File: src/hdl/crs_map.svh
`ifndef CRS_MAP_SVH
`define CRS_MAP_SVH
`define CRS_SP_RESET 6'h3f
`define CRS_SP_UPPER 10'h003
`define CRS_CCR_ONES 3'h7
`define CRS_CCR_H 4
`define CRS_CCR_I 3
`define CRS_CCR_N 2
`define CRS_CCR_Z 1
`define CRS_CCR_C 0
`define CRS_INT_BYTES 3'h5
`define CRS_CALL_BYTES 3'h2
`endif

File: src/hdl/crs_pkg.sv
`default_nettype none
package crs_pkg;
	typedef enum logic [1:0] {
		crs_idx_none,
		crs_idx_off8,
		crs_idx_off16
	} crs_idx_e;
	typedef enum logic [2:0] {
		crs_pc_hold,
		crs_pc_inc,
		crs_pc_load,
		crs_pc_pull_hi,
		crs_pc_pull_lo
	} crs_pc_e;
	typedef struct packed {
		logic h;
		logic i;
		logic n;
		logic z;
		logic c;
	} crs_flags_s;
	typedef struct packed {
		logic upd_nz;
		logic upd_c;
		logic upd_h;
		logic [7:0] result;
		logic carry;
		logic half;
	} crs_alu_s;
endpackage
`default_nettype wire

File: src/hdl/crs_regs.sv
`include "crs_map.svh"
`default_nettype none
module crs_regs #(
	parameter int ADDR_W = 13
) (
	input wire logic clk, // core clock
	input wire logic resetn, // async reset, low
	input wire logic acc_we, // load accumulator
	input wire logic [7:0] acc_wdata, // accumulator data
	input wire logic idx_we, // load index
	input wire logic [7:0] idx_wdata, // index data
	input wire crs_pkg::crs_alu_s alu, // flag results of the executed op
	input wire logic ccr_we, // restore flags from bus
	input wire logic [7:0] ccr_wdata, // flag data
	input wire logic mask_clear_instr, // clear mask instruction
	input wire logic wait_instr, // wait instruction
	input wire logic mask_set, // interrupt entry, after stacking
	input wire logic stack_pointer_reinit_instr, // pointer reinit instruction
	input wire logic push, // one byte pushed
	input wire logic pull, // one byte pulled
	input wire logic [2:0] push_sel, // stacked item 0..4 in push order
	input wire logic [7:0] pull_data, // byte pulled from stack
	input wire logic [2:0] pull_sel, // destination of pulled byte
	input wire logic pull_we, // write pulled byte to register
	input wire crs_pkg::crs_pc_e pc_op, // program counter action
	input wire logic [15:0] pc_target, // non-sequential target
	input wire crs_pkg::crs_idx_e idx_mode, // indexed mode
	input wire logic [15:0] imm, // offset immediate
	input wire logic irq_req, // interrupt request level
	output logic [7:0] acc, // accumulator
	output logic [7:0] idx, // index register
	output logic [15:0] program_counter, // program counter
	output logic [15:0] stack_addr, // stack memory address
	output logic [5:0] stack_pointer, // pointer bits
	output logic [7:0] condition_flags_reg, // flags with upper ones
	output logic [7:0] push_data, // byte for current push
	output logic [15:0] ea, // indexed operand address
	output logic irq_take // interrupt may be serviced
);
	logic [7:0] acc_q, acc_d;
	logic [7:0] idx_q, idx_d;
	logic [5:0] sp_q, sp_d;
	logic [15:0] pc_q, pc_d;
	logic i_q, i_d;
	logic h_q, h_d, n_q, n_d, z_q, z_d, c_q, c_d;
	logic [15:0] ea_d;
	logic [15:0] pc_seq;
	logic [7:0] ccr_rd;
	logic pull_pcl, pull_pch, pull_idx, pull_acc, pull_ccr;

	// upper three bits fixed at one
	assign ccr_rd = {`CRS_CCR_ONES, h_q, i_q, n_q, z_q, c_q};
	assign condition_flags_reg = ccr_rd;
	assign acc = acc_q;
	assign idx = idx_q;
	assign stack_pointer = sp_q;
	assign program_counter = pc_q;
	assign stack_addr = {`CRS_SP_UPPER, sp_q};
	assign irq_take = irq_req & ~i_q;

	// push order: pcl, pch, x, a, ccr
	assign push_data = (push_sel == 3'h0) ? pc_q[7:0] :
		(push_sel == 3'h1) ? pc_q[15:8] :
		(push_sel == 3'h2) ? idx_q :
		(push_sel == 3'h3) ? acc_q : ccr_rd;
	assign pull_ccr = pull_we & (pull_sel == 3'h4);
	assign pull_acc = pull_we & (pull_sel == 3'h3);
	assign pull_idx = pull_we & (pull_sel == 3'h2);
	assign pull_pch = pull_we & (pull_sel == 3'h1);
	assign pull_pcl = pull_we & (pull_sel == 3'h0);

	always_comb begin
		case (idx_mode)
			crs_pkg::crs_idx_none: ea_d = {8'h00, idx_q};
			crs_pkg::crs_idx_off8: ea_d = 16'({8'h00, idx_q} + {8'h00, imm[7:0]});
			crs_pkg::crs_idx_off16: ea_d = 16'(imm + {8'h00, idx_q});
			default: ea_d = {8'h00, idx_q};
		endcase
	end
	// only implemented address lines are meaningful
	assign ea = ea_d & 16'((17'h1 << ADDR_W) - 17'h1);

	assign acc_d = pull_acc ? pull_data : (acc_we ? acc_wdata : acc_q);
	assign idx_d = pull_idx ? pull_data : (idx_we ? idx_wdata : idx_q);

	// six-bit counter wraps 00c0 -> 00ff silently
	assign sp_d = stack_pointer_reinit_instr ? `CRS_SP_RESET :
		push ? 6'(sp_q - 6'h01) :
		pull ? 6'(sp_q + 6'h01) : sp_q;

	assign pc_seq = 16'(pc_q + 16'h0001);
	always_comb begin
		case (pc_op)
			crs_pkg::crs_pc_inc: pc_d = pc_seq;
			crs_pkg::crs_pc_load: pc_d = pc_target;
			default: pc_d = pc_q;
		endcase
		if (pull_pch)
			pc_d = {pull_data, pc_q[7:0]};
		if (pull_pcl)
			pc_d = {pc_q[15:8], pull_data};
	end

	// mask: set wins over clears, restore takes stacked value
	always_comb begin
		i_d = i_q;
		if (mask_clear_instr | wait_instr)
			i_d = 1'b0;
		if (pull_ccr)
			i_d = pull_data[`CRS_CCR_I];
		else if (ccr_we)
			i_d = ccr_wdata[`CRS_CCR_I];
		if (mask_set)
			i_d = 1'b1;
	end

	always_comb begin
		h_d = h_q;
		n_d = n_q;
		z_d = z_q;
		c_d = c_q;
		if (alu.upd_h)
			h_d = alu.half;
		if (alu.upd_nz) begin
			n_d = alu.result[7];
			z_d = (alu.result == 8'h00);
		end
		if (alu.upd_c)
			c_d = alu.carry;
		if (pull_ccr | ccr_we) begin
			h_d = pull_ccr ? pull_data[`CRS_CCR_H] : ccr_wdata[`CRS_CCR_H];
			n_d = pull_ccr ? pull_data[`CRS_CCR_N] : ccr_wdata[`CRS_CCR_N];
			z_d = pull_ccr ? pull_data[`CRS_CCR_Z] : ccr_wdata[`CRS_CCR_Z];
			c_d = pull_ccr ? pull_data[`CRS_CCR_C] : ccr_wdata[`CRS_CCR_C];
		end
	end

	// registers kept through reset have no reset term
	always_ff @(posedge clk) begin
		acc_q <= acc_d;
		idx_q <= idx_d;
		h_q <= h_d;
		n_q <= n_d;
		z_q <= z_d;
		c_q <= c_d;
	end

	always_ff @(posedge clk or negedge resetn) begin
		if (!resetn) begin
			sp_q <= `CRS_SP_RESET;
			i_q <= 1'b1;
			pc_q <= 16'h0000;
		end else begin
			sp_q <= sp_d;
			i_q <= i_d;
			pc_q <= pc_d;
		end
	end

	// helper: bytes pushed since last reinit or interrupt entry, to check interrupt frames
	logic [2:0] frame_q;
	always_ff @(posedge clk or negedge resetn) begin
		if (!resetn)
			frame_q <= 3'h0;
		else if (mask_set | stack_pointer_reinit_instr)
			frame_q <= 3'h0;
		else if (push)
			frame_q <= 3'(frame_q + 3'h1);
	end

	sp_wrap_a: assert property (@(posedge clk) disable iff (!resetn)
		push && !pull && !stack_pointer_reinit_instr && sp_q == 6'h00 |=> sp_q == 6'h3f)
		else $error("stack pointer did not wrap to top");
	sp_step_a: assert property (@(posedge clk) disable iff (!resetn)
		pull && !push && !stack_pointer_reinit_instr |=> sp_q == 6'($past(sp_q) + 6'h01))
		else $error("stack pointer did not step on pull");
	sp_reinit_a: assert property (@(posedge clk) disable iff (!resetn)
		stack_pointer_reinit_instr |=> stack_addr == 16'h00ff)
		else $error("stack pointer not at top after reinit");
	stack_range_a: assert property (@(posedge clk) disable iff (!resetn)
		stack_addr[15:6] == 10'h003)
		else $error("stack address out of window");
	push_frame_a: assert property (@(posedge clk) disable iff (!resetn)
		mask_set |-> frame_q == `CRS_INT_BYTES)
		else $error("interrupt frame is not five bytes");
	ea_none_a: assert property (@(posedge clk) disable iff (!resetn)
		idx_mode == crs_pkg::crs_idx_none |-> ea == {8'h00, idx})
		else $error("no-offset address wrong");
	pc_inc_a: assert property (@(posedge clk) disable iff (!resetn)
		pc_op == crs_pkg::crs_pc_inc && !pull_we |=> program_counter == 16'($past(pc_q) + 16'h0001))
		else $error("program counter did not advance");
	pc_load_a: assert property (@(posedge clk) disable iff (!resetn)
		pc_op == crs_pkg::crs_pc_load && !pull_we |=> program_counter == $past(pc_target))
		else $error("program counter not loaded");
	ccr_ones_a: assert property (@(posedge clk) disable iff (!resetn)
		condition_flags_reg[7:5] == 3'h7)
		else $error("upper flag bits not one");
	mask_entry_a: assert property (@(posedge clk) disable iff (!resetn)
		mask_set |=> condition_flags_reg[3] && !irq_take)
		else $error("mask not set on entry");
	mask_hold_a: assert property (@(posedge clk) disable iff (!resetn)
		i_q |-> !irq_take)
		else $error("request taken while masked");
	zero_flag_a: assert property (@(posedge clk) disable iff (!resetn)
		alu.upd_nz && !pull_ccr && !ccr_we |=> condition_flags_reg[1] == ($past(alu.result) == 8'h00))
		else $error("zero flag wrong");
	neg_flag_a: assert property (@(posedge clk) disable iff (!resetn)
		alu.upd_nz && !pull_ccr && !ccr_we |=> condition_flags_reg[2] == $past(alu.result[7]))
		else $error("negative flag wrong");
	mask_clear_a: assert property (@(posedge clk) disable iff (!resetn)
		i_q && !mask_clear_instr && !wait_instr && !pull_ccr && !ccr_we |=> i_q)
		else $error("mask cleared by other means");

	acc_hold_a: assert property (@(posedge clk) disable iff (!resetn)
		!acc_we && !pull_acc |=> acc == $past(acc_q))
		else $error("accumulator changed without a write");

	acc_load_a: assert property (@(posedge clk) disable iff (!resetn)
		acc_we && !pull_acc |=> acc == $past(acc_wdata))
		else $error("accumulator not loaded");

	idx_hold_a: assert property (@(posedge clk) disable iff (!resetn)
		!idx_we && !pull_idx |=> idx == $past(idx_q))
		else $error("index changed without a write");

	idx_load_a: assert property (@(posedge clk) disable iff (!resetn)
		idx_we && !pull_idx |=> idx == $past(idx_wdata))
		else $error("index not loaded");

	ea_off8_a: assert property (@(posedge clk) disable iff (!resetn)
		idx_mode == crs_pkg::crs_idx_off8 |-> ea[7:0] == 8'(idx + imm[7:0]))
		else $error("byte-offset address wrong");

	ea_off16_a: assert property (@(posedge clk) disable iff (!resetn)
		idx_mode == crs_pkg::crs_idx_off16 |-> ea[7:0] == 8'(idx + imm[7:0]))
		else $error("word-offset address wrong");

	ea_range_a: assert property (@(posedge clk) disable iff (!resetn)
		(ea >> ADDR_W) == 16'h0000)
		else $error("operand address beyond memory space");

	sp_push_a: assert property (@(posedge clk) disable iff (!resetn)
		push && !stack_pointer_reinit_instr |=> sp_q == 6'($past(sp_q) - 6'h01))
		else $error("stack pointer did not step on push");

	sp_hold_a: assert property (@(posedge clk) disable iff (!resetn)
		!push && !pull && !stack_pointer_reinit_instr |=> sp_q == $past(sp_q))
		else $error("stack pointer moved without a transfer");

	pull_wrap_a: assert property (@(posedge clk) disable iff (!resetn)
		pull && !push && !stack_pointer_reinit_instr && sp_q == 6'h3f |=> sp_q == 6'h00)
		else $error("stack pointer did not wrap on pull");

	stack_low_a: assert property (@(posedge clk) disable iff (!resetn)
		stack_addr[5:0] == stack_pointer)
		else $error("stack address low bits wrong");

	pc_hold_a: assert property (@(posedge clk) disable iff (!resetn)
		pc_op == crs_pkg::crs_pc_hold && !pull_we |=> program_counter == $past(pc_q))
		else $error("program counter moved while held");

	pc_hi_pull_a: assert property (@(posedge clk) disable iff (!resetn)
		pull_pch |=> program_counter[15:8] == $past(pull_data))
		else $error("program counter high byte not restored");

	pc_lo_pull_a: assert property (@(posedge clk) disable iff (!resetn)
		pull_pcl |=> program_counter[7:0] == $past(pull_data))
		else $error("program counter low byte not restored");

	ccr_pull_a: assert property (@(posedge clk) disable iff (!resetn)
		pull_ccr && !mask_set |=> condition_flags_reg[4:0] == $past(pull_data[4:0]))
		else $error("flags not restored from stack");

	ccr_write_a: assert property (@(posedge clk) disable iff (!resetn)
		ccr_we && !pull_ccr && !mask_set |=> condition_flags_reg[4:0] == $past(ccr_wdata[4:0]))
		else $error("flags not written");

	half_flag_a: assert property (@(posedge clk) disable iff (!resetn)
		alu.upd_h && !pull_ccr && !ccr_we |=> condition_flags_reg[4] == $past(alu.half))
		else $error("half-carry flag wrong");

	half_keep_a: assert property (@(posedge clk) disable iff (!resetn)
		!alu.upd_h && !pull_ccr && !ccr_we |=> condition_flags_reg[4] == $past(h_q))
		else $error("half-carry flag changed");

	carry_flag_a: assert property (@(posedge clk) disable iff (!resetn)
		alu.upd_c && !pull_ccr && !ccr_we |=> condition_flags_reg[0] == $past(alu.carry))
		else $error("carry flag wrong");

	carry_keep_a: assert property (@(posedge clk) disable iff (!resetn)
		!alu.upd_c && !pull_ccr && !ccr_we |=> condition_flags_reg[0] == $past(c_q))
		else $error("carry flag changed");

	mask_clr_op_a: assert property (@(posedge clk) disable iff (!resetn)
		(mask_clear_instr || wait_instr) && !mask_set && !pull_ccr && !ccr_we |=> !i_q)
		else $error("mask not cleared");

	irq_pass_a: assert property (@(posedge clk) disable iff (!resetn)
		irq_req && !i_q |-> irq_take)
		else $error("unmasked request not passed");

	push_pcl_a: assert property (@(posedge clk) disable iff (!resetn)
		push_sel == 3'h0 |-> push_data == program_counter[7:0])
		else $error("first stacked byte wrong");

	push_ccr_a: assert property (@(posedge clk) disable iff (!resetn)
		push_sel == 3'h4 |-> push_data == condition_flags_reg)
		else $error("last stacked byte wrong");

	acc_pull_a: assert property (@(posedge clk) disable iff (!resetn)
		pull_acc |=> acc == $past(pull_data))
		else $error("accumulator not restored");

	idx_pull_a: assert property (@(posedge clk) disable iff (!resetn)
		pull_idx |=> idx == $past(pull_data))
		else $error("index not restored");

	flag_keep_a: assert property (@(posedge clk) disable iff (!resetn)
		!alu.upd_nz && !pull_ccr && !ccr_we |=> condition_flags_reg[2:1] == $past({n_q, z_q}))
		else $error("negative or zero flag changed");
endmodule // crs_regs
`default_nettype wire

File: config.mk
export PLATFORM = sky130hd
export DESIGN_NAME = crs_regs
export DESIGN_NICKNAME = d
export VERILOG_FILES = /design/src/hdl/crs_pkg.sv /design/src/hdl/crs_regs.sv
export VERILOG_INCLUDE_DIRS = /design/src /design/src/hdl
export SDC_FILE = /design/constraint.sdc
export NUM_CORES = 1
export LEC_CHECK = 0
export BUFFER_PORTS_ARGS = -buffer_cell sky130_fd_sc_hd__buf_2
export CAP_MARGIN = 0
export CORE_MARGIN = 1
export CORE_UTILIZATION = 48
export CTS_CLUSTER_SIZE = 16
export DETAILED_ROUTE_END_ITERATION = 10
export GPL_TIMING_DRIVEN = 0
export HOLD_SLACK_MARGIN = 0.06
export PLACE_DENSITY_LB_ADDON = 0.12
export SLEW_MARGIN = 5
export SYNTH_ARGS = -nofsm -noshare
export SYNTH_HDL_FRONTEND = slang
export SYNTH_SLANG_ARGS = --single-unit
File: constraint.sdc
create_clock -name clk -period 2.6 [get_ports clk]
set_input_delay 0.52 -clock clk [delete_from_list [all_inputs] [get_ports clk]]
set_output_delay 0.52 -clock clk [all_outputs]
set_load 0.02 [all_outputs]
==> results of run 1 <==
what timing repair did:
action | in CTS | in global routing
setup endpoints to repair | 9 | 9
gates resized for setup | 24 | 25
setup buffers | 11 | 6
pin swaps | 10 | 14
routing by layer:
layer  wire (um)  share of wire (%)
met3         833                6.7
met5           0                  0
met2        6196                 50
met1        5027                 41
met4         292                2.4
power breakdown:
part,switching (mW),internal (mW),total [mW]
Sequential,0.227,0.859,1.09
Combinational,0.810,0.638,1.45
Clock,0.251,0.288,0.539
final cells by class:
type | instances | area (sq um)
Timing Repair Buffer | 177 | 978.4
Fill cell | 660 | 2472
Clock inverter | 2 | 36.28
Clock buffer | 6 | 72.57
Inverter | 16 | 60.06
Sequential cell | 43 | 1185
Tap cell | 102 | 127.6
Buffer | 45 | 316.6
Multi-Input combinational cell | 346 | 2639
state kept, by name, summed over array words and instances, names as in the netlist:
register and flops:
program_counter 16, c_q 1, idx 8, stack_pointer 6
h_q 1, acc 8, i_q 1, n_q 1
z_q 1
cell usage after synthesis, drive strengths merged, types with 10 or more instances:
| master | count |
|---|---|
| nand2 | 42 |
| ha | 15 |
| buf | 39 |
| edfxtp | 20 |
| a21oi | 23 |
| nor4 | 10 |
| mux2i | 16 |
| o21ai | 32 |
| dfrtp | 16 |
| mux2 | 17 |
| nor2 | 23 |
| inv | 16 |
through the flow:
| step | total power [mW] | setup slack [ns] | hold WS, ns |
|---|---|---|---|
| final | 3.072 | -0.1515 | 0.1828 |
| after global routing | 3.233 | -0.2302 | 0.2405 |
| after CTS | 2.998 | -0.1629 | 0.2043 |
| after detailed placement | 2.415 | -0.3058 | 0.5354 |
| after global placement | 2.389 | -0.2527 | 0.5124 |
| after floorplan | 1.951 | 0.01724 | 0.2244 |
worst paths after layout:
kind,start,end,slack [ns],depth (start not counted)
min in group clk,mask_set,i_q,0.41,2
setup / recovery,idx[1],ea[11],-0.15,7
hold / removal,resetn,program_counter[4],0.18,1
setup reg to reg,stack_pointer[1],stack_pointer[5],0.67,5
max in group asynchronous,resetn,stack_pointer[4],2.05,1
hold reg to reg,stack_pointer[5],stack_pointer[5],0.55,2
critical path, stage by stage, from the launching register on:
cell and delay (ns):
edfxtp_1 0.47, buf_6 0.16, ha_4 0.22, a211oi_4 0.30, o211a_1 0.26, nor2_2 0.08
o311ai_2 0.24, buf_4 0.19
logic make-up (layout without fill, tap and decap cells):
| group | count (synthesis) | after routing |
|---|---|---|
| and+or+nand+nor | 144 | 144 |
| AOI/OAI and AO/OA | 121 | 121 |
| buffers and inverters | 61 | 246 |
| DFF | 43 | 43 |
| muxes | 36 | 36 |
| adders and majority gates | 17 | 17 |
| xor gates and xnor gates | 12 | 12 |
| other | 2 | 16 |
==> impl_results.md, run 1 <==
- Most frequent cells in the layout: buf_2 (158), buf_4 (46), nand2_1 (42), nor2_1 (21)
- Commonest non-fill, non-tap cell in the layout: buf_2
- Initial antenna violation count: 0
- Net total in the final layout: 752
- Cell area after layout: 5415 sq um
- DP HPWL: 9153 um
- Layout cells sized above 1: 47.09%
- Die footprint: 8705 sq um
- CP Max Fanout: 3
- Met2 Track Usage GR: 49.88%
- Ant. Diodes: 0
- Combinational family with the most area after synthesis: simple AND/OR/NAND/NOR gates
- Drt drc: 0
- FMAX: 363.4 MHz
- Final WS setup: -0.1515 ns
- Mux share of post-synthesis cell area: 10.57%
- Compound-cell area share of the yosys netlist: 20.76%
- Final setup TNS: -0.8031 ns
- Top-area cell type share of the netlist area: 15.01%
- Number of DRC markers in iteration 0: 159
- Worst Path Arrival: 2.23 ns
- Post-Syn Area per Cell: 9.177 sq um
- Startpoint types: flip-flop
- Reg clk slew, reported paths: 0.10 ns
- EDFF count, synth: 20
- Adder-Cell Fraction of Synth Area: 5.691%
- Post-Synthesis Cell Area: 4001 sq um
- Die height: 93.30 um
- Pre-antenna DRT Iters: 4
- Post-Syn Instances: 436
- Post-DP Area: 4995 sq um
- Yosys warns: 0
- Core footprint: 7888 sq um
- Top-Level Pins: 188
- Placed Instances: 713
- End-of-flow core utilization: 68.65%
- Area leader, netlist: edfxtp_1
- Final worst path period share: 105.8%
- Worst VDD drop: 0.4573 mV
- Async set or reset register ratio after synthesis: 53.49%
- GP Congestion: 0.9123
- Final setup viols: 9
- Power Density: 567.4 nW/um^2
- Outcome: finished, violations left
- Crit. End Element: output port
- Clk_lat worst skew: 0.31 ns
- Met3 usage: 4.959%
- Clock Sinks: 43
- MaxCap Viol Count: 0
- Max-slew violation count: 0
- Area grow syn2layout: 35.33%
- CTS Buf Count: 5
- Worst EP required: 2.08 ns
- Critical path type: flip-flop to output port
- Starting Density: 50.73%
- Root buffer cell: clkbuf_8
- Relative slew slack: 60.52%
- Die width: 93.30 um
- Netlist cell types: 80
- GRT busiest layer: met2
- Via count: 4192
- Hold Buf Count CTS: 0
- Vias in the first global route: 4103
- GR Util met1: 34.35%
- CTS H-tree lvls: 2
- Cell row count: 32
- Worst-margin pin slew: 0.5900 ns
- WL/cell: 16.76 um
- CTS tree: built
- Drt via density: 5.688
- Minimum clock period: 2.751 ns
- DRT antenna net count: 0
- Worst min path class: input port to async pin
- Largest cells by area after synthesis: edfxtp_1 (15%), dfrtp_1 (10%), buf_4 (5.4%)
- Ys flop type: edfxtp_1
- Post-Route WL: 12350 um
- Global-route wire length before repair: 19220 um
- Total track usage: 28.33%
- Unrepaired setup endpoints after global routing: yes
- Non-filler cells, final: 737
- Synth Register Bits: 43
- Global route overflow: 0
- LEAKAGE: 2.458 nW
- Failing checks: negative setup slack
- Final hold viol count: 0
- Final Skew: 0.009468 ns
- Synth Area in Simple Gates: 21.17%
- CTS Buffer Depth: 2
- Post-synthesis xor/xnor area fraction: 2.627%
- Largest net degree at the start of global routing: 24
- Post-synthesis sequential area ratio: 29.61%
- Buffers on Ports: 161
(Power assumes the default switching activity.)
==> inputs of run 2 (changes only) <==
- CORE_UTILIZATION: 48 -> 30
==> run 2 against run 1 <==
Effect of this change:
- the flow still finishes with violations (negative setup slack)
- register-to-register slack barely moved
- cell count rose by 9.1%
- die area rose by 59%
- non-clock buffer count fell by 3
- highest routed layer unchanged
==> impl_results.md, run 2 (synthesized netlist as in run 1, its figures left out) <==
- Unrepaired setup endpoints after global routing: yes
- Critical path type: flip-flop to output port
- Post-DP Area: 5082 sq um
- Area grow syn2layout: 38.15%
- P_int: 1.967 mW
- Failing checks: negative setup slack
- DP HPWL: 10460 um
- Non-filler cells, final: 804
- Relative slew slack: 58.67%
- CTS H-tree lvls: 2
- Power Density: 593.7 nW/um^2
- Starting Density: 31.20%
- Net total in the final layout: 749
- Outcome: finished, violations left
- Crit. End Element: output port
- Drt via density: 5.108
- Final WS setup: -0.05537 ns
- Worst EP required: 2.08 ns
- Drt drc: 0
- Most frequent cells in the layout: buf_2 (162), buf_4 (44), nand2_1 (42), o21ai_0 (22), nor2_1 (22)
- P_sw: 1.315 mW
- Pwr Total: 3.282 mW
- Total track usage: 19.30%
- Net Sw Frac: 40.06%
- CP Launch Point: idx[0]
- Placed Instances: 783
- Minimum clock period: 2.655 ns
- Reg clk slew, reported paths: 0.07 ns
- Ant. Diodes: 0
- Final Skew: 0.002325 ns
- WL/cell: 16.72 um
- Initial antenna violation count: 0
- Final setup viols: 3
- Worst Path Arrival: 2.14 ns
- Die footprint: 13800 sq um
- Number of DRC markers in iteration 0: 168
- Clock Sinks: 43
- Die height: 117.5 um
- Layout cells sized above 1: 46.68%
- LEAKAGE: 2.462 nW
- Global route overflow: 0
- Global-route wire length before repair: 21060 um
- CP Cell Sequence: ha_4 > inv_2 > fa_2 > nor2b_4 > o211ai_1 > a2111o_1 > o21ai_2 > buf_6
- CTS Buf Count: 5
- Clock power frac: 23.2%
- Startpoint types: flip-flop
- DRT antenna net count: 0
- Crit-path slowest cell: a2111o_1
- Final hold viol count: 0
- Vias in the first global route: 4012
- Worst-margin pin slew: 0.6168 ns
- End-of-flow core utilization: 43.10%
- Reg power frac: 33.3%
- Worst VDD drop: 0.2339 mV
- Cell area after layout: 5528 sq um
- R2r startpoint: stack_pointer[1]
- Hold Buf Count CTS: 0
- Fin Hold WS: 0.2179 ns
- Fill cell count: 1335
- Clk_lat worst skew: 0.29 ns
- Largest net degree at the start of global routing: 24
- GP Congestion: 0.8074
- Slowest stage delay, CP: 0.42 ns
- Combinational Power Share: 43.5%
- Top-Level Pins: 188
- Root buffer cell: clkbuf_16
- Post-Route WL: 13440 um
- Commonest non-fill, non-tap cell in the layout: buf_2
- FMAX: 376.6 MHz
- Pre-antenna DRT Iters: 4
- CP Max Fanout: 3
- Via count: 4107
- CTS tree: built
- Core footprint: 12820 sq um
- Die width: 117.5 um
- Largest register FFs: 16
- Register-to-Register Path Depth: 5
- CTS Buffer Depth: 2
- Max-slew violation count: 0
- Buffers on Ports: 161
- MaxCap Viol Count: 0
- Worst min path class: input port to async pin
- Final worst path period share: 102.1%
- Cell row count: 41
[run 2: cell types whose count changed in the layout (fill, tap and decap cells not counted), sizes merged]
cell / change
buf: -3
[run 2: final timing paths]
kind,endpoint,slack [ns]
worst max-delay path,ea[12],-0.06
worst min-delay path,program_counter[5],0.22
worst max register to register,stack_pointer[5],0.66
worst min register to register,stack_pointer[5],0.54
max in group asynchronous,i_q,2.01
min in group clk,i_q,0.43
[run 2: timing repair]
action	in CTS	in global routing
setup endpoints to repair	9	8
gates resized for setup	27	9
setup buffers	10	3
pin swaps	7	4
[run 2: per-stage QoR]
| step | setup slack (ns) | setup TNS, ns |
|---|---|---|
| 6_report | -0.05537 | -0.1569 |
| 2_1_floorplan | 0.01724 | 0 |
| 3_5_place_dp | -0.3165 | -0.8613 |
| 5_1_grt | -0.1380 | -0.5930 |
| 4_1_cts | -0.09573 | -0.1746 |
| 3_3_place_gp | -0.3065 | -0.7730 |
[run 2: power by group through the flow]
stage / clock [mW] / sequential [mW] / combinational [mW]
after floorplan: 0 / 1.18 / 0.770
after global placement: 0 / 1.10 / 1.32
after detailed placement: 0 / 1.11 / 1.34
after CTS: 0.783 / 1.09 / 1.42
after global routing: 0.808 / 1.12 / 1.55
final: 0.763 / 1.09 / 1.43
[run 2: final cells by class]
cell class,count,area [sq um],share of cell area [%]
multi-input cells,346,2648,47.90
flip-flops and latches,43,1185,21.44
repair buffers,174,927.1,16.77
plain buffers,45,315.3,5.704
well taps,172,215.2,3.893
clock buffers,6,138.9,2.512
inverters,16,60.06,1.086
clock inverters,2,38.79,0.7017
[run 2: routing by layer]
layer | up-vias | part of all wire [%] | global-route usage [%] | wire length (um)
met1 | 1939 | 44 | 24.98 | 5976
li1 | 1995 | - | - | -
met5 | - | 0 | 0 | 0
met2 | 166 | 48 | 32.73 | 6397
met3 | 7 | 7.1 | 4.215 | 960
met4 | 0 | 0.80 | 4.327 | 107
[run 2: critical path: cells and delay by family (launching register included)]
| kind | cells | cell delay (ns) |
|---|---|---|
| compound gates | 3 | 0.65 |
| fa+ha+maj | 2 | 0.51 |
| flops | 1 | 0.39 |
| buf+inv | 2 | 0.16 |
| simple gates | 1 | 0.14 |
==> inputs of run 3 (changes only) <==
- BUFFER_PORTS_ARGS: -buffer_cell sky130_fd_sc_hd__buf_2 -> not set
- DONT_BUFFER_PORTS: not set -> 1
- PLACE_DENSITY: not set -> 0.56
- PLACE_DENSITY_LB_ADDON: 0.12 -> not set
==> run 3 against run 2 <==
Effect of this change:
- the run still ends with negative setup slack left
- cell area shrank 14%
- maximum frequency shrank 7.9%
- global-route usage about the same
- clock power down 16%
- highest routed layer unchanged
==> impl_results.md, run 3 (synthesized netlist as in run 1, its figures left out) <==
- Outcome: finished, violations left
- Failing checks: negative setup slack
- Top-Level Pins: 188
- DP HPWL: 10100 um
- Buffers on Ports: 0
- CTS Buf Count: 5
- Final worst path period share: 110.9%
- Worst EP required: 2.08 ns
- Core footprint: 12820 sq um
- Cell row count: 41
- Root buffer cell: clkbuf_16
- Final Skew: 0.01086 ns
- Levels on crit path: 7
- Largest net degree at the start of global routing: 24
- Critical path's top delay family: compound AO/OA/AOI/OAI gates
- Cells on Worst Hold Path: 2
- Die height: 117.5 um
- Worst-margin pin slew: 0.6388 ns
- Total track usage: 19.31%
- Global-route wire length before repair: 20560 um
- Net total in the final layout: 585
- Worst Path Arrival: 2.36 ns
- DRT antenna net count: 0
- Pre-antenna DRT Iters: 5
- Final setup viols: 7
- Number of DRC markers in iteration 0: 231
- Crit. End Element: output port
- Worst min path class: input port to flip-flop
- Power Density: 618.9 nW/um^2
- Minimum clock period: 2.885 ns
- CP Max Fanout: 4
- Clock Sinks: 43
- Vias in the first global route: 3522
- Relative slew slack: 56.97%
- Die footprint: 13800 sq um
- Register-to-Register Path Depth: 5
- Commonest non-fill, non-tap cell in the layout: nand2_1
- Layout cells sized above 1: 29.49%
- Drt drc: 0
- Unrepaired setup endpoints after global routing: yes
- Post-Route WL: 13340 um
- Die width: 117.5 um
- Drt via density: 5.549
- Final WS setup: -0.2847 ns
- Via count: 3557
- CTS tree: built
- Final hold viol count: 0
- Startpoint types: flip-flop
- FMAX: 346.7 MHz
- Max-slew violation count: 0
- Pre-CTS setup slack: -0.2373 ns
- CTS H-tree lvls: 2
- MaxCap Viol Count: 0
- CP Cell Sequence: ha_2 > inv_2 > fa_2 > nor2b_4 > o211ai_1 > a2111o_1 > o21ai_4
- Pwr Total: 2.934 mW
- Slowest stage delay, CP: 0.52 ns
- Crit-path slowest cell: edfxtp_1
- LEAKAGE: 1.812 nW
- Reg clk slew, reported paths: 0.07 ns
- Clk_lat worst skew: 0.29 ns
- Starting Density: 31.20%
- Critical path type: flip-flop to output port
- GP Congestion: 0.8623
- WP buf/inv: 1
- CTS Buffer Depth: 2
- Largest register FFs: 16
- WL/cell: 20.80 um
- Most frequent cells in the layout: nand2_1 (41), buf_4 (36), nor2_1 (21), a21oi_1 (20), edfxtp_1 (20)
- Worst VDD drop: 0.3139 mV
- Global route overflow: 0
- Area grow syn2layout: 18.48%
- Initial antenna violation count: 2
==> run 3: path summary, 6_finish.rpt <==
| path | startpoint | end | slack [ns] |
|---|---|---|---|
| max | idx[0] | ea[12] | -0.28 |
| min | stack_pointer_reinit_instr | stack_pointer[3] | 0.34 |
| max reg2reg | stack_pointer[1] | stack_pointer[5] | 0.60 |
| min reg2reg | stack_pointer[5] | stack_pointer[5] | 0.59 |
| max in group asynchronous | resetn | i_q | 1.70 |
| min in group asynchronous | resetn | program_counter[7] | 0.68 |
==> run 3: metal layers <==
metal,track usage (%),wire length [um],part of all wire [%],up-vias
met5,0,0,0,-
li1,-,-,-,1661
met4,5.288,235,1.8,0
met3,6.008,1132,8.5,13
met1,24.12,5526,41,1717
met2,31.99,6441,48,166
==> run 3: final cells by class <==
type / count / area, sq um
antenna: 1 / 2.502
buffer: 45 / 315.3
clock buffer: 6 / 128.9
clock inverter: 2 / 12.51
fill: 1315 / 8084
inverter: 16 / 60.06
multi-input combinational: 346 / 2728
sequential: 43 / 1185
tap: 172 / 215.2
timing repair buffer: 10 / 93.84
==> run 3: what timing repair did <==
item,CTS,global route
endpoints found under the hold margin,23,0
setup buffers,6,2
endpoints found under the setup margin,12,11
pin swaps,10,11
hold buffers,2,0
gates resized for setup,36,14
==> run 3: per-stage QoR <==
stage | utilization, % | std cells | cell area, sq um | TNS, ns | hold slack, ns
after floorplan | - | 450 | 4061 | 0 | 0.2244
after global placement | 33.35 | 622 | 4277 | -0.9899 | 0.2262
after detailed placement | 33.35 | 622 | 4277 | -1.195 | 0.2260
after CTS | 36.35 | 638 | 4662 | -0.9439 | 0.3365
after global routing | 36.97 | 641 | 4741 | -1.768 | 0.3468
final | 36.97 | 641 | 4741 | -1.044 | 0.3420
==> run 3: worst reg2reg max path: cells and delay by family (launching register included) <==
family | cells | cell delay [ns]
AOI/OAI and AO/OA | 1 | 0.30
adders and majority gates | 1 | 0.27
DFF | 1 | 0.63
and+or+nand+nor | 2 | 0.56
muxes | 1 | 0.17
==> run 3: where the power goes <==
part / switching, mW / internal [mW] / total (mW)
Combinational: 0.568 / 0.452 / 1.02
Sequential: 0.413 / 0.859 / 1.27
Clock: 0.285 / 0.356 / 0.641
Total: 1.27 / 1.67 / 2.93
